### src/alrc_defines.svh
`ifndef ALRC_DEFINES_SVH
`define ALRC_DEFINES_SVH

// ==========================================================
// Geometry
`define ALRC_NUM_INPUTS 4
`define ALRC_RD_W 16

// ==========================================================
// Register byte offsets
`define ALRC_OFS_CTRL 8'h00
`define ALRC_OFS_INCFG 8'h04
`define ALRC_OFS_ARST 8'h08
`define ALRC_OFS_STATUS 8'h0c
`define ALRC_OFS_IRQ_STAT 8'h10
`define ALRC_OFS_IRQ_EN 8'h14
`define ALRC_OFS_IRQ_CLR 8'h18
`define ALRC_OFS_THR_BASE 8'h20

// ==========================================================
// Control register fields
`define ALRC_CTRL_BEEP_BIT 0
`define ALRC_CTRL_HMODE_LSB 1
`define ALRC_CTRL_LMODE_LSB 3
`define ALRC_CTRL_HMAN_BIT 5
`define ALRC_CTRL_LMAN_BIT 6

// ==========================================================
// Input configuration fields, one bit per input
`define ALRC_INCFG_EN_LSB 0
`define ALRC_INCFG_LATCH_LSB 4
`define ALRC_INCFG_STEER_LSB 8

// ==========================================================
// Status register fields
`define ALRC_ST_HREL_BIT 0
`define ALRC_ST_LREL_BIT 1
`define ALRC_ST_BEEP_BIT 2
`define ALRC_ST_HACT_LSB 4
`define ALRC_ST_LACT_LSB 8

// ==========================================================
// Reset values
`define ALRC_RST_BEEP_EN 1'b1
`define ALRC_RST_HI_THR 16'h03e8
`define ALRC_RST_LO_THR 16'h0000
`define ALRC_RST_INCFG 12'h000

`endif

### src/alrc_pkg.sv
package alrc_pkg;

    // Relay operating mode.
    typedef enum logic [1:0] {
        ALRC_MODE_OFF = 2'h0,
        ALRC_MODE_MANUAL = 2'h1,
        ALRC_MODE_ALARM = 2'h2
    } alrc_mode_t;

    // Settings of one relay.
    typedef struct packed {
        alrc_mode_t mode;
        logic manual_on;
    } alrc_relay_cfg_t;

    // APB request from the master.
    typedef struct packed {
        logic psel;
        logic penable;
        logic pwrite;
        logic [7:0] paddr;
        logic [31:0] pwdata;
    } alrc_apb_req_t;

    // Per-input alarm options.
    typedef struct packed {
        logic enable;
        logic latch;
        logic steer;
    } alrc_in_cfg_t;

endpackage

### src/alrc_top.sv
// Added by the designer: the address map and the APB register port.
`timescale 1ns/1ps
`include "alrc_defines.svh"

module alrc_top
    import alrc_pkg::*;
(
    input wire logic CLK_SYS_I,
    input wire logic RESETN_I,
    input wire alrc_apb_req_t APB_REQ_I,
    input wire logic [`ALRC_NUM_INPUTS*`ALRC_RD_W-1:0] READING_I,
    output logic [31:0] PRDATA_O,
    output logic PREADY_O,
    output logic PSLVERR_O,
    output logic RELAY_HI_O,
    output logic RELAY_LO_O,
    output logic BEEP_O,
    output logic IRQ_O
);

    localparam int NI = `ALRC_NUM_INPUTS;
    localparam int RW = `ALRC_RD_W;
    // Input configuration reset word; each field is sliced out of it below.
    localparam logic [11:0] INCFG_RST = `ALRC_RST_INCFG;

    // ==========================================================
    // Declarations
    logic rst_meta_reg;
    logic rst_sync_reg;
    logic rst_n;

    logic access;
    logic wr_now;
    logic rd_now;
    logic [7:0] addr;
    logic [31:0] wdata;
    logic mapped;
    logic [31:0] rd_mux;

    logic beep_en_reg;
    alrc_relay_cfg_t hi_cfg_reg;
    alrc_relay_cfg_t lo_cfg_reg;
    logic [NI-1:0] in_en_reg;
    logic [NI-1:0] in_latch_reg;
    logic [NI-1:0] in_steer_reg;
    logic [RW-1:0] hi_thr_reg [NI];
    logic [RW-1:0] lo_thr_reg [NI];
    logic alarm_reset_reg;

    logic [NI-1:0] hi_act;
    logic [NI-1:0] lo_act;
    logic [NI-1:0] hi_act_d_reg;
    logic [NI-1:0] lo_act_d_reg;
    logic hi_any;
    logic lo_any;
    logic relay_hi;
    logic relay_lo;

    logic [2*NI-1:0] irq_event;
    logic [2*NI-1:0] irq_stat_reg;
    logic [2*NI-1:0] irq_en_reg;
    logic [2*NI-1:0] irq_clr;

    // ==========================================================
    // Reset release
    // The asynchronous reset is let go only through two flops, so every
    // register leaves reset on the same clean edge.
    always_ff @(posedge CLK_SYS_I or negedge RESETN_I) begin
        if (!RESETN_I) begin
            rst_meta_reg <= 1'b0;
            rst_sync_reg <= 1'b0;
        end else begin
            rst_meta_reg <= 1'b1;
            rst_sync_reg <= rst_meta_reg;
        end
    end

    assign rst_n = rst_sync_reg;

    // ==========================================================
    // APB decode
    // Every access takes one wait state: PREADY rises in the second access
    // cycle, and writes land only on the edge where it is sampled high.
    assign access = APB_REQ_I.psel && APB_REQ_I.penable;
    assign wr_now = access && PREADY_O && APB_REQ_I.pwrite;
    assign rd_now = access && !PREADY_O && !APB_REQ_I.pwrite;
    assign addr = APB_REQ_I.paddr;
    assign wdata = APB_REQ_I.pwdata;

    // Address map and read data selection.
    always_comb begin
        mapped = 1'b1;
        rd_mux = 32'h0000_0000;
        case (addr)
            `ALRC_OFS_CTRL: begin
                rd_mux[`ALRC_CTRL_BEEP_BIT] = beep_en_reg;
                rd_mux[`ALRC_CTRL_HMODE_LSB +: 2] = hi_cfg_reg.mode;
                rd_mux[`ALRC_CTRL_LMODE_LSB +: 2] = lo_cfg_reg.mode;
                rd_mux[`ALRC_CTRL_HMAN_BIT] = hi_cfg_reg.manual_on;
                rd_mux[`ALRC_CTRL_LMAN_BIT] = lo_cfg_reg.manual_on;
            end
            `ALRC_OFS_INCFG: begin
                rd_mux[`ALRC_INCFG_EN_LSB +: NI] = in_en_reg;
                rd_mux[`ALRC_INCFG_LATCH_LSB +: NI] = in_latch_reg;
                rd_mux[`ALRC_INCFG_STEER_LSB +: NI] = in_steer_reg;
            end
            `ALRC_OFS_ARST: begin
                rd_mux = 32'h0000_0000;
            end
            `ALRC_OFS_STATUS: begin
                rd_mux[`ALRC_ST_HREL_BIT] = RELAY_HI_O;
                rd_mux[`ALRC_ST_LREL_BIT] = RELAY_LO_O;
                rd_mux[`ALRC_ST_BEEP_BIT] = BEEP_O;
                rd_mux[`ALRC_ST_HACT_LSB +: NI] = hi_act;
                rd_mux[`ALRC_ST_LACT_LSB +: NI] = lo_act;
            end
            `ALRC_OFS_IRQ_STAT: begin
                rd_mux[2*NI-1:0] = irq_stat_reg;
            end
            `ALRC_OFS_IRQ_EN: begin
                rd_mux[2*NI-1:0] = irq_en_reg;
            end
            `ALRC_OFS_IRQ_CLR: begin
                rd_mux = 32'h0000_0000;
            end
            default: begin
                mapped = 1'b0;
                for (int k = 0; k < NI; k++) begin
                    if (addr == 8'(`ALRC_OFS_THR_BASE + 8 * k)) begin
                        mapped = 1'b1;
                        rd_mux[RW-1:0] = hi_thr_reg[k];
                    end
                    if (addr == 8'(`ALRC_OFS_THR_BASE + 8 * k + 4)) begin
                        mapped = 1'b1;
                        rd_mux[RW-1:0] = lo_thr_reg[k];
                    end
                end
            end
        endcase
    end

    // ==========================================================
    // APB answer
    // PREADY is a one-cycle pulse; read data is caught with it and held
    // until the next read so the bus sees a stable value.
    // A write to an unmapped address changes nothing; only the error flag
    // tells the master that it went astray.
    always_ff @(posedge CLK_SYS_I or negedge rst_n) begin
        if (!rst_n) begin
            PREADY_O <= 1'b0;
            PSLVERR_O <= 1'b0;
            PRDATA_O <= 32'h0000_0000;
        end else begin
            PREADY_O <= access && !PREADY_O;
            PSLVERR_O <= access && !PREADY_O && !mapped;
            if (rd_now) begin
                PRDATA_O <= mapped ? rd_mux : 32'h0000_0000;
            end
        end
    end

    // ==========================================================
    // Control register: beeper enable and relay settings
    // The spare mode code is stored and read back as written, so software sees
    // what it wrote; the relay drivers treat it as off.
    always_ff @(posedge CLK_SYS_I or negedge rst_n) begin
        if (!rst_n) begin
            beep_en_reg <= `ALRC_RST_BEEP_EN;
            hi_cfg_reg <= '{mode: ALRC_MODE_OFF, manual_on: 1'b0};
            lo_cfg_reg <= '{mode: ALRC_MODE_OFF, manual_on: 1'b0};
        end else if (wr_now && addr == `ALRC_OFS_CTRL) begin
            beep_en_reg <= wdata[`ALRC_CTRL_BEEP_BIT];
            hi_cfg_reg.mode <= alrc_mode_t'(wdata[`ALRC_CTRL_HMODE_LSB +: 2]);
            lo_cfg_reg.mode <= alrc_mode_t'(wdata[`ALRC_CTRL_LMODE_LSB +: 2]);
            hi_cfg_reg.manual_on <= wdata[`ALRC_CTRL_HMAN_BIT];
            lo_cfg_reg.manual_on <= wdata[`ALRC_CTRL_LMAN_BIT];
        end
    end

    // ==========================================================
    // Input configuration: alarm enable, latch and steering per input
    // Clearing an enable bit drops both alarms of that input at the next edge,
    // even a latched one, so no alarm reset is needed afterwards.
    always_ff @(posedge CLK_SYS_I or negedge rst_n) begin
        if (!rst_n) begin
            in_en_reg <= INCFG_RST[`ALRC_INCFG_EN_LSB +: NI];
            in_latch_reg <= INCFG_RST[`ALRC_INCFG_LATCH_LSB +: NI];
            in_steer_reg <= INCFG_RST[`ALRC_INCFG_STEER_LSB +: NI];
        end else if (wr_now && addr == `ALRC_OFS_INCFG) begin
            in_en_reg <= wdata[`ALRC_INCFG_EN_LSB +: NI];
            in_latch_reg <= wdata[`ALRC_INCFG_LATCH_LSB +: NI];
            in_steer_reg <= wdata[`ALRC_INCFG_STEER_LSB +: NI];
        end
    end

    // ==========================================================
    // Alarm-reset command
    // A write of 1 to bit 0 makes one pulse that every input sees together.
    always_ff @(posedge CLK_SYS_I or negedge rst_n) begin
        if (!rst_n) begin
            alarm_reset_reg <= 1'b0;
        end else begin
            alarm_reset_reg <= wr_now && addr == `ALRC_OFS_ARST && wdata[0];
        end
    end

    // ==========================================================
    // Per-input thresholds and alarm evaluation
    genvar gi;
    generate
        for (gi = 0; gi < NI; gi++) begin : g_in
            alrc_in_cfg_t cfg;

            assign cfg = '{enable: in_en_reg[gi], latch: in_latch_reg[gi],
                           steer: in_steer_reg[gi]};

            // Thresholds are plain settings; changing one takes effect on the
            // next compare, which may raise or drop an alarm at once.
            always_ff @(posedge CLK_SYS_I or negedge rst_n) begin
                if (!rst_n) begin
                    hi_thr_reg[gi] <= `ALRC_RST_HI_THR;
                    lo_thr_reg[gi] <= `ALRC_RST_LO_THR;
                end else if (wr_now) begin
                    if (addr == 8'(`ALRC_OFS_THR_BASE + 8 * gi)) begin
                        hi_thr_reg[gi] <= wdata[RW-1:0];
                    end
                    if (addr == 8'(`ALRC_OFS_THR_BASE + 8 * gi + 4)) begin
                        lo_thr_reg[gi] <= wdata[RW-1:0];
                    end
                end
            end

            alrc_input_alarm u_alarm (
                .clk_i(CLK_SYS_I),
                .rst_n_i(rst_n),
                .reading_i(READING_I[gi*RW +: RW]),
                .hi_thr_i(hi_thr_reg[gi]),
                .lo_thr_i(lo_thr_reg[gi]),
                .cfg_i(cfg),
                .alarm_reset_i(alarm_reset_reg),
                .hi_act_o(hi_act[gi]),
                .lo_act_o(lo_act[gi])
            );
        end
    endgenerate

    // ==========================================================
    // Relay steering
    // Only steered inputs count; any one active alarm is enough.
    assign hi_any = |(hi_act & in_steer_reg);
    assign lo_any = |(lo_act & in_steer_reg);

    alrc_relay_drv u_relay_hi (
        .clk_i(CLK_SYS_I),
        .rst_n_i(rst_n),
        .cfg_i(hi_cfg_reg),
        .alarm_any_i(hi_any),
        .relay_o(relay_hi)
    );

    alrc_relay_drv u_relay_lo (
        .clk_i(CLK_SYS_I),
        .rst_n_i(rst_n),
        .cfg_i(lo_cfg_reg),
        .alarm_any_i(lo_any),
        .relay_o(relay_lo)
    );

    // ==========================================================
    // Relay and beeper outputs
    // Relay outputs come from the drivers' coil flops; the beeper ignores
    // steering, since it covers every enabled alarm.
    assign RELAY_HI_O = relay_hi;
    assign RELAY_LO_O = relay_lo;

    always_ff @(posedge CLK_SYS_I or negedge rst_n) begin
        if (!rst_n) begin
            BEEP_O <= 1'b0;
        end else begin
            BEEP_O <= beep_en_reg && |(hi_act | lo_act);
        end
    end

    // ==========================================================
    // Interrupt events: onset of each high and low alarm
    // The delayed copies reset to the idle level of the alarms, so the release
    // of reset never looks like an onset.
    always_ff @(posedge CLK_SYS_I or negedge rst_n) begin
        if (!rst_n) begin
            hi_act_d_reg <= NI'(0);
            lo_act_d_reg <= NI'(0);
        end else begin
            hi_act_d_reg <= hi_act;
            lo_act_d_reg <= lo_act;
        end
    end

    assign irq_event = {lo_act & ~lo_act_d_reg, hi_act & ~hi_act_d_reg};
    assign irq_clr = (wr_now && addr == `ALRC_OFS_IRQ_CLR) ? wdata[2*NI-1:0]
                                                              : (2*NI)'(0);

    // Sticky status; an event in the clearing cycle wins over the clear.
    always_ff @(posedge CLK_SYS_I or negedge rst_n) begin
        if (!rst_n) begin
            irq_stat_reg <= (2*NI)'(0);
        end else begin
            irq_stat_reg <= (irq_stat_reg & ~irq_clr) | irq_event;
        end
    end

    // Interrupt mask, laid out like the sticky status.
    always_ff @(posedge CLK_SYS_I or negedge rst_n) begin
        if (!rst_n) begin
            irq_en_reg <= (2*NI)'(0);
        end else if (wr_now && addr == `ALRC_OFS_IRQ_EN) begin
            irq_en_reg <= wdata[2*NI-1:0];
        end
    end

    // Level interrupt, registered so it is glitch free at the pin.
    always_ff @(posedge CLK_SYS_I or negedge rst_n) begin
        if (!rst_n) begin
            IRQ_O <= 1'b0;
        end else begin
            IRQ_O <= |(((irq_stat_reg & ~irq_clr) | irq_event) & irq_en_reg);
        end
    end

endmodule

### src/alrc_input_alarm.sv
`timescale 1ns/1ps
`include "alrc_defines.svh"

// Alarm evaluation for one sensor input: compares the reading with both
// thresholds and keeps the high and low alarm states, latched or not.
module alrc_input_alarm
    import alrc_pkg::*;
(
    input wire logic clk_i,
    input wire logic rst_n_i,
    input wire logic signed [`ALRC_RD_W-1:0] reading_i,
    input wire logic signed [`ALRC_RD_W-1:0] hi_thr_i,
    input wire logic signed [`ALRC_RD_W-1:0] lo_thr_i,
    input wire alrc_in_cfg_t cfg_i,
    input wire logic alarm_reset_i,
    output logic hi_act_o,
    output logic lo_act_o
);

    logic hi_cond;
    logic lo_cond;
    logic hi_act_next;
    logic lo_act_next;

    // ==========================================================
    // Conditions
    // Strict comparisons: a reading equal to a threshold raises nothing.
    assign hi_cond = cfg_i.enable && (reading_i > hi_thr_i);
    assign lo_cond = cfg_i.enable && (reading_i < lo_thr_i);

    // ==========================================================
    // Next state
    // A latched alarm holds until its input is disabled or a reset finds its condition gone; the reset
    // simply reloads the live condition, so a still-present one stays set.
    always_comb begin
        if (!cfg_i.enable) begin
            hi_act_next = 1'b0;
            lo_act_next = 1'b0;
        end else if (cfg_i.latch && !alarm_reset_i) begin
            hi_act_next = hi_act_o | hi_cond;
            lo_act_next = lo_act_o | lo_cond;
        end else begin
            hi_act_next = hi_cond;
            lo_act_next = lo_cond;
        end
    end

    // ==========================================================
    // State
    always_ff @(posedge clk_i or negedge rst_n_i) begin
        if (!rst_n_i) begin
            hi_act_o <= 1'b0;
            lo_act_o <= 1'b0;
        end else begin
            hi_act_o <= hi_act_next;
            lo_act_o <= lo_act_next;
        end
    end

endmodule

### src/alrc_relay_drv.sv
`timescale 1ns/1ps
`include "alrc_defines.svh"

// Drive of one relay coil; 0 is the normal position, 1 the opposite one.
module alrc_relay_drv
    import alrc_pkg::*;
(
    input wire logic clk_i,
    input wire logic rst_n_i,
    input wire alrc_relay_cfg_t cfg_i,
    input wire logic alarm_any_i,
    output logic relay_o
);

    logic relay_next;

    // ==========================================================
    // Mode selection
    // The unused fourth mode code is treated as off so the coil never floats.
    always_comb begin
        case (cfg_i.mode)
            ALRC_MODE_OFF: relay_next = 1'b0;
            ALRC_MODE_MANUAL: relay_next = cfg_i.manual_on;
            ALRC_MODE_ALARM: relay_next = alarm_any_i;
            default: relay_next = 1'b0;
        endcase
    end

    // ==========================================================
    // Coil register
    always_ff @(posedge clk_i or negedge rst_n_i) begin
        if (!rst_n_i) begin
            relay_o <= 1'b0;
        end else begin
            relay_o <= relay_next;
        end
    end

endmodule

### config.mk
export PLATFORM = sky130hd
export DESIGN_NAME = alrc_top
export DESIGN_NICKNAME = d
export VERILOG_FILES = /design/src/alrc_pkg.sv /design/src/alrc_top.sv /design/src/alrc_input_alarm.sv /design/src/alrc_relay_drv.sv
export VERILOG_INCLUDE_DIRS = /design/src
export SDC_FILE = /design/constraint.sdc
export NUM_CORES = 1
export LEC_CHECK = 0
export ABC_AREA = 1
export BUFFER_PORTS_ARGS = -buffer_cell sky130_fd_sc_hd__buf_2
export CAP_MARGIN = 20
export CORE_MARGIN = 4
export CORE_UTILIZATION = 40
export CTS_CLUSTER_SIZE = 12
export DETAILED_ROUTE_END_ITERATION = 16
export GPL_ROUTABILITY_DRIVEN = 0
export MAX_ROUTING_LAYER = met4
export PLACE_DENSITY = 0.61
export SLEW_MARGIN = 15
export SYNTH_ARGS = -nofsm -noshare
export SYNTH_HDL_FRONTEND = slang
export SYNTH_SLANG_ARGS = --single-unit
### constraint.sdc
create_clock -name CLK_SYS_I -period 6 [get_ports CLK_SYS_I]
set_input_delay 1.5 -clock CLK_SYS_I [delete_from_list [all_inputs] [get_ports CLK_SYS_I]]
set_output_delay 1.5 -clock CLK_SYS_I [all_outputs]
set_load 0.01 [all_outputs]
; ---- Yosys cells after proc, flatten, opt, wreduce, memory -nomap -nowiden
; Index checks and enable logic that the tools add are counted.
[word_totals]
register_bits = 220
latch_bits = 0
ramBits = 0
romBits = 0
input_bits = 109
out_inout_bits = 38
mem_count = 0
[op_classes]
addsub = 0
mul = 0
div = 0
magnitude_cmp = 8
eq_ne = 18
shifts = 0
n_mux = 43
n_bitwise = 19
n_reduce_logical = 47
[op_table]
columns = cell, count
row1 = $mux 16, 9
row2 = $eq 8x6->1 const B, 8
row3 = $gt 16x16->1, 4
row4 = $lt 16x16->1, 4
row5 = $pmux 3 s6, 2
row6 = $logic_and 1x1->1, 25
row7 = $mux 1, 25
row8 = $eq 8x5->1 const B, 3
row9 = $and 4x4->4, 4
row10 = $and 8x8->8, 2
row11 = $eq 8x4->1 const B, 2
row12 = $reduce_and 2->1, 8
row13 = $pmux 4 s3, 1
row14 = $reduce_or 4->1, 3
row15 = $pmux 1 s5, 2
row16 = $eq 8x3->1 const B, 1
row17 = $logic_not 8->1, 1
row18 = $mux 8, 1
row19 = $not 4->4, 2
row20 = $not 8->8, 1
row21 = $or 1x1->1, 8
row22 = $or 8x8->8, 1
row23 = $reduce_or 8->1, 1
row24 = $reduce_or 7->1, 1
row25 = other kinds (9), 16

; ---- Longest topological paths before layout
[depth]
depth_word = 12
ltp_mapped = 15

; ---- Cells and area by module
; A second synthesis with hierarchy kept.
[unflattened]
cells_unflattened = 1760
area_unflattened_um2 = 13151.4
[modules_own_cells]
columns = mod, instances, cells_per_inst, area_per_inst_um2, seq_area_each_um2
row1 = alrc_top, 1, 1092, 8934.8, 4885.9
row2 = alrc_input_alarm, 4, 163, 1017.2, 50.0
row3 = alrc_relay_drv, 2, 8, 73.8, 25.0

; ---- Worst setup path before layout
; No wires, ideal clock.
[synth_timing]
kind = input to register
startpoint = input port APB_REQ_I[32] (netlist bit)
endpoint = register PRDATA_O[3]
setup_time_ps = 116
t_arrival_ps = 2492
required_ps = 5884
slack_ps = 3392
stages = 11
n_path_buf = 2
path_cell_list = inv_1 > nand2_2 > nor2_1 > buf_4 > buf_2 > nand3_1 > nand3_1 > nor3_1 > nand4_1 > nand2_1 > nand2_1
[synth_between]
elab_chain_cells = 11
[synth_rtl]
columns = item, line
row1 = start: declaration, alrc_top.sv:10  ; input wire alrc_apb_req_t APB_REQ_I,
row2 = $eq 8x6->1, alrc_top.sv:129  ; if (addr == 8'(`ALRC_OFS_THR_BASE + 8 * k)) begin
row3 = $mux 16 or $mux 1 (tied branches), alrc_top.sv:129
row4 = $mux 16 or $mux 1 (tied branches), alrc_top.sv:133  ; if (addr == 8'(`ALRC_OFS_THR_BASE + 8 * k + 4)) begin
row5 = $mux 16 or $mux 1 (tied branches), alrc_top.sv:129
row6 = $mux 16 or $mux 1 (tied branches), alrc_top.sv:133
row7 = $mux 16 or $mux 1 (tied branches), alrc_top.sv:129
row8 = $mux 16 or $mux 1 (tied branches), alrc_top.sv:133
row9 = $mux 16 or $mux 1 (tied branches), alrc_top.sv:129
row10 = $mux 16 or $mux 1 (tied branches), alrc_top.sv:133
row11 = $pmux 1 s5 or $mux 1 (tied branches), alrc_top.sv:94  ; case (addr)
row12 = $mux 16 *, alrc_top.sv:157  ; PRDATA_O <= mapped ? rd_mux : 32'h0000_0000;
row13 = end signal: assignment, alrc_top.sv:157
row14 = end: declaration, alrc_top.sv:12  ; output logic [31:0] PRDATA_O,
; Every way passes the cells marked *; elsewhere a longest branch is shown, timed or not.
; A chain may end at the register's enable or synchronous reset.

; ---- Worst setup path in the final report
[layout_timing]
startpoint = input port APB_REQ_I[38] (netlist bit)
endpoint = register lo_thr_reg[33] (netlist bit)
[layout_between]
elab_chain_cells = 2
[layout_rtl]
columns = item, line
row1 = $eq 8x6->1, alrc_top.sv:227  ; if (addr == 8'(`ALRC_OFS_THR_BASE + 8 * gi + 4)) begin
row2 = $reduce_and 2->1 (no line), -
row3 = end signal: indexed assignment, alrc_top.sv:222  ; lo_thr_reg[gi] <= `ALRC_RST_LO_THR;
row4 = end signal: indexed assignment, alrc_top.sv:228  ; lo_thr_reg[gi] <= wdata[RW-1:0];
row5 = end: declaration, alrc_top.sv:47  ; logic [RW-1:0] lo_thr_reg [NI];
; Every way passes these cells.

==> results.ini <==
[run_status]
run_status = finished clean

[grt]
grt_pass1_vias = 10510
grt-ovfl-total = 0
antenna_found_initial = 2
grt_pass1_wl_um = 60730
grt_max_degree = 136
grtUsageTotal = 0.2334

[yosys]
seq_area_frac_synth = 0.4068
synth.avg_cell_area_um2 = 7.543
synth_ff_type = dfrtp_1
async_flop_share = 1.000
synth.distinct_cells = 35
synth_warnings = 0
synth_edf_count = 0
syn_area_um2 = 12630
ys_seq_elements = 204
synthCells = 1674

[place]
dp_cells = 2135
port_buffers = 114
postPlaceCellArea_um2 = 13450
dp_hpwl_um = 29620

[floorplanning]
die_area_um2 = 34480
row_count = 64
io_pins = 147
die_w_um = 185.7
dieHeight_um = 185.7
fp.coreArea_um2 = 30830
initial_core_util = 0.4096

[critical_path]
start_kind = input port
cp_data_arrival_time_ns = 3.78
cp.required_ns = 6.41
crit_path_end_kind = register
crit_start = APB_REQ_I[38]
worst-path-max-fanout = 34
rr_worst_depth = 4
reg2reg_from = PREADY_O
crit_type = in2reg

[sta]
setup_viol = 0
min_period_ns = 3.372
holdWs_ns = 0.3473
min_period_over_period = 0.5619
final_max_slew_viol_count = 0
hold_viol_final = 0
grt_setup_unrepaired = no
max_slew_margin = 0.3718
fin_skew_ns = 0.02038
max_freq_mhz = 296.6
fin_tns_setup_ns = 0
tightestPinTransition_ns = 0.9397

[layout]
nNetsFinal = 2002
fin_area_um2 = 14240
drive_above_1_share = 0.1235
final-instance-count-excl-fill = 2181
area_delta_synth_final_pct = 12.79

[cts]
cts.repair.resized = 0
clk_pin_slew_ns = 0.06
postCtsSetupBuffers = 0
cts_buffers = 24
cts_hold_buf = 0
cts_tree = built
clkLatencyLatePin_ns = 0.53
cts_root_buf = clkbuf_16
htree_num_levels = 1
cts.path.max_buffers = 3
clock_sinks = 204

[routing]
routed-via-count = 11330
drtIter0Drc = 981
vias_per_cell = 5.195
final_antenna_net_count = 0
wl_per_cell_um = 17.84
routed_wl_um = 38910
drc = 0
firstDrtPassIters = 5

[pwr]
power_mw = 3.129
cellPowerDensity_nw_per_um2 = 219.7
p_leak_nw = 6.669
peakVddDrop_mv = 0.2465

[hold_path]
min_path_type = reg2reg
hold_path_depth = 0
min-delay-start = rst_meta_reg

[run]
maxCapViolations = 0

==> per-layer routing <==
metal,global-route usage,routed length [um],vias to the layer above
met5,-,0,-
met4,0.03935,590,0
met3,0.03459,2590,44
met2,0.3451,16910,369
met1,0.3469,18830,5356
li1,-,-,5561
==> critical path: stages <==
cell and delay, ns:
buf_2 0.12, inv_1 0.06, nand2_2 0.11, nor2_2 0.11
buf_4 0.35, nand2_1 0.40, inv_2 0.17, nand2_1 0.53
o21ai_0 0.41
==> power by group <==
part	switching, mW	total (mW)	internal [mW]
sequential	0.0133	1.40	1.38
combinational	0.175	0.262	0.0870
clock	0.594	1.47	0.876
total	0.782	3.13	2.35
==> layout make-up <==
| type | count | area [um2] |
|---|---|---|
| clock inverters | 7 | 102.6 |
| fillers | 3083 | 16590 |
| diodes | 3 | 7.507 |
| inverters | 227 | 852.1 |
| multi-input cells | 1191 | 6354 |
| flip-flops and latches | 204 | 5140 |
| clock buffers | 36 | 685.7 |
| well taps | 396 | 495.5 |
| repair buffers | 117 | 605.6 |
==> cell families (layout without fill, tap and decap cells) <==
family	after synthesis	in the layout	synth area share
compound gates	291	291	0.1187
fa+ha+maj	128	128	0.1268
buf+inv	294	387	0.09453
flops	204	204	0.4068
other cells	2	20	0.0005948
simple gates	755	755	0.2526
==> cells in the mapped netlist (all sizes together), types with 6 or more instances <==
| cell type | n | share of area |
|---|---|---|
| nand3 | 73 | 0.032 |
| nand4 | 22 | 0.011 |
| o21ai | 197 | 0.078 |
| nor2 | 134 | 0.045 |
| a21oi | 75 | 0.030 |
| nand2 | 498 | 0.15 |
| clkbuf | 35 | 0.010 |
| o22ai | 8 | 0.0040 |
| nor3 | 20 | 0.0083 |
| dfstp | 25 | 0.052 |
| o21a | 6 | 0.0036 |
| dfrtp | 179 | 0.35 |
| buf | 32 | 0.017 |
| ha | 128 | 0.13 |
| inv | 227 | 0.067 |
==> path summary, 6_finish.rpt <==
kind                                        to  slack, ns
worst max-delay path            lo_thr_reg[33]       2.63
worst min-delay path                     rst_n       0.35
worst max register to register  hi_thr_reg[41]       3.49
worst min register to register           rst_n       0.35
max in group asynchronous       hi_thr_reg[61]       4.27
min in group asynchronous          PRDATA_O[0]       0.45
==> cells in the final DEF (no fill, tap or decap), types with 24 or more instances in the layout <==
cell       Yosys  final
nor2_1       120    120
ha_1         128    128
clkbuf_16      0     24
dfrtp_1      179    178
nand3_1       68     68
nand2_1      487    487
buf_2         12    114
inv_1        218    218
a21oi_1       75     75
dfstp_2       25     25
o21ai_0      187    187
==> metrics by stage <==
stage	utilization	setup slack [ns]
finish	0.4620	2.628
global route	0.4619	2.344
CTS	0.4617	2.677
detailed placement	0.4362	2.125
global placement	0.4362	2.188
floorplan	-	2.664
Power figures use the tool's default switching activity.
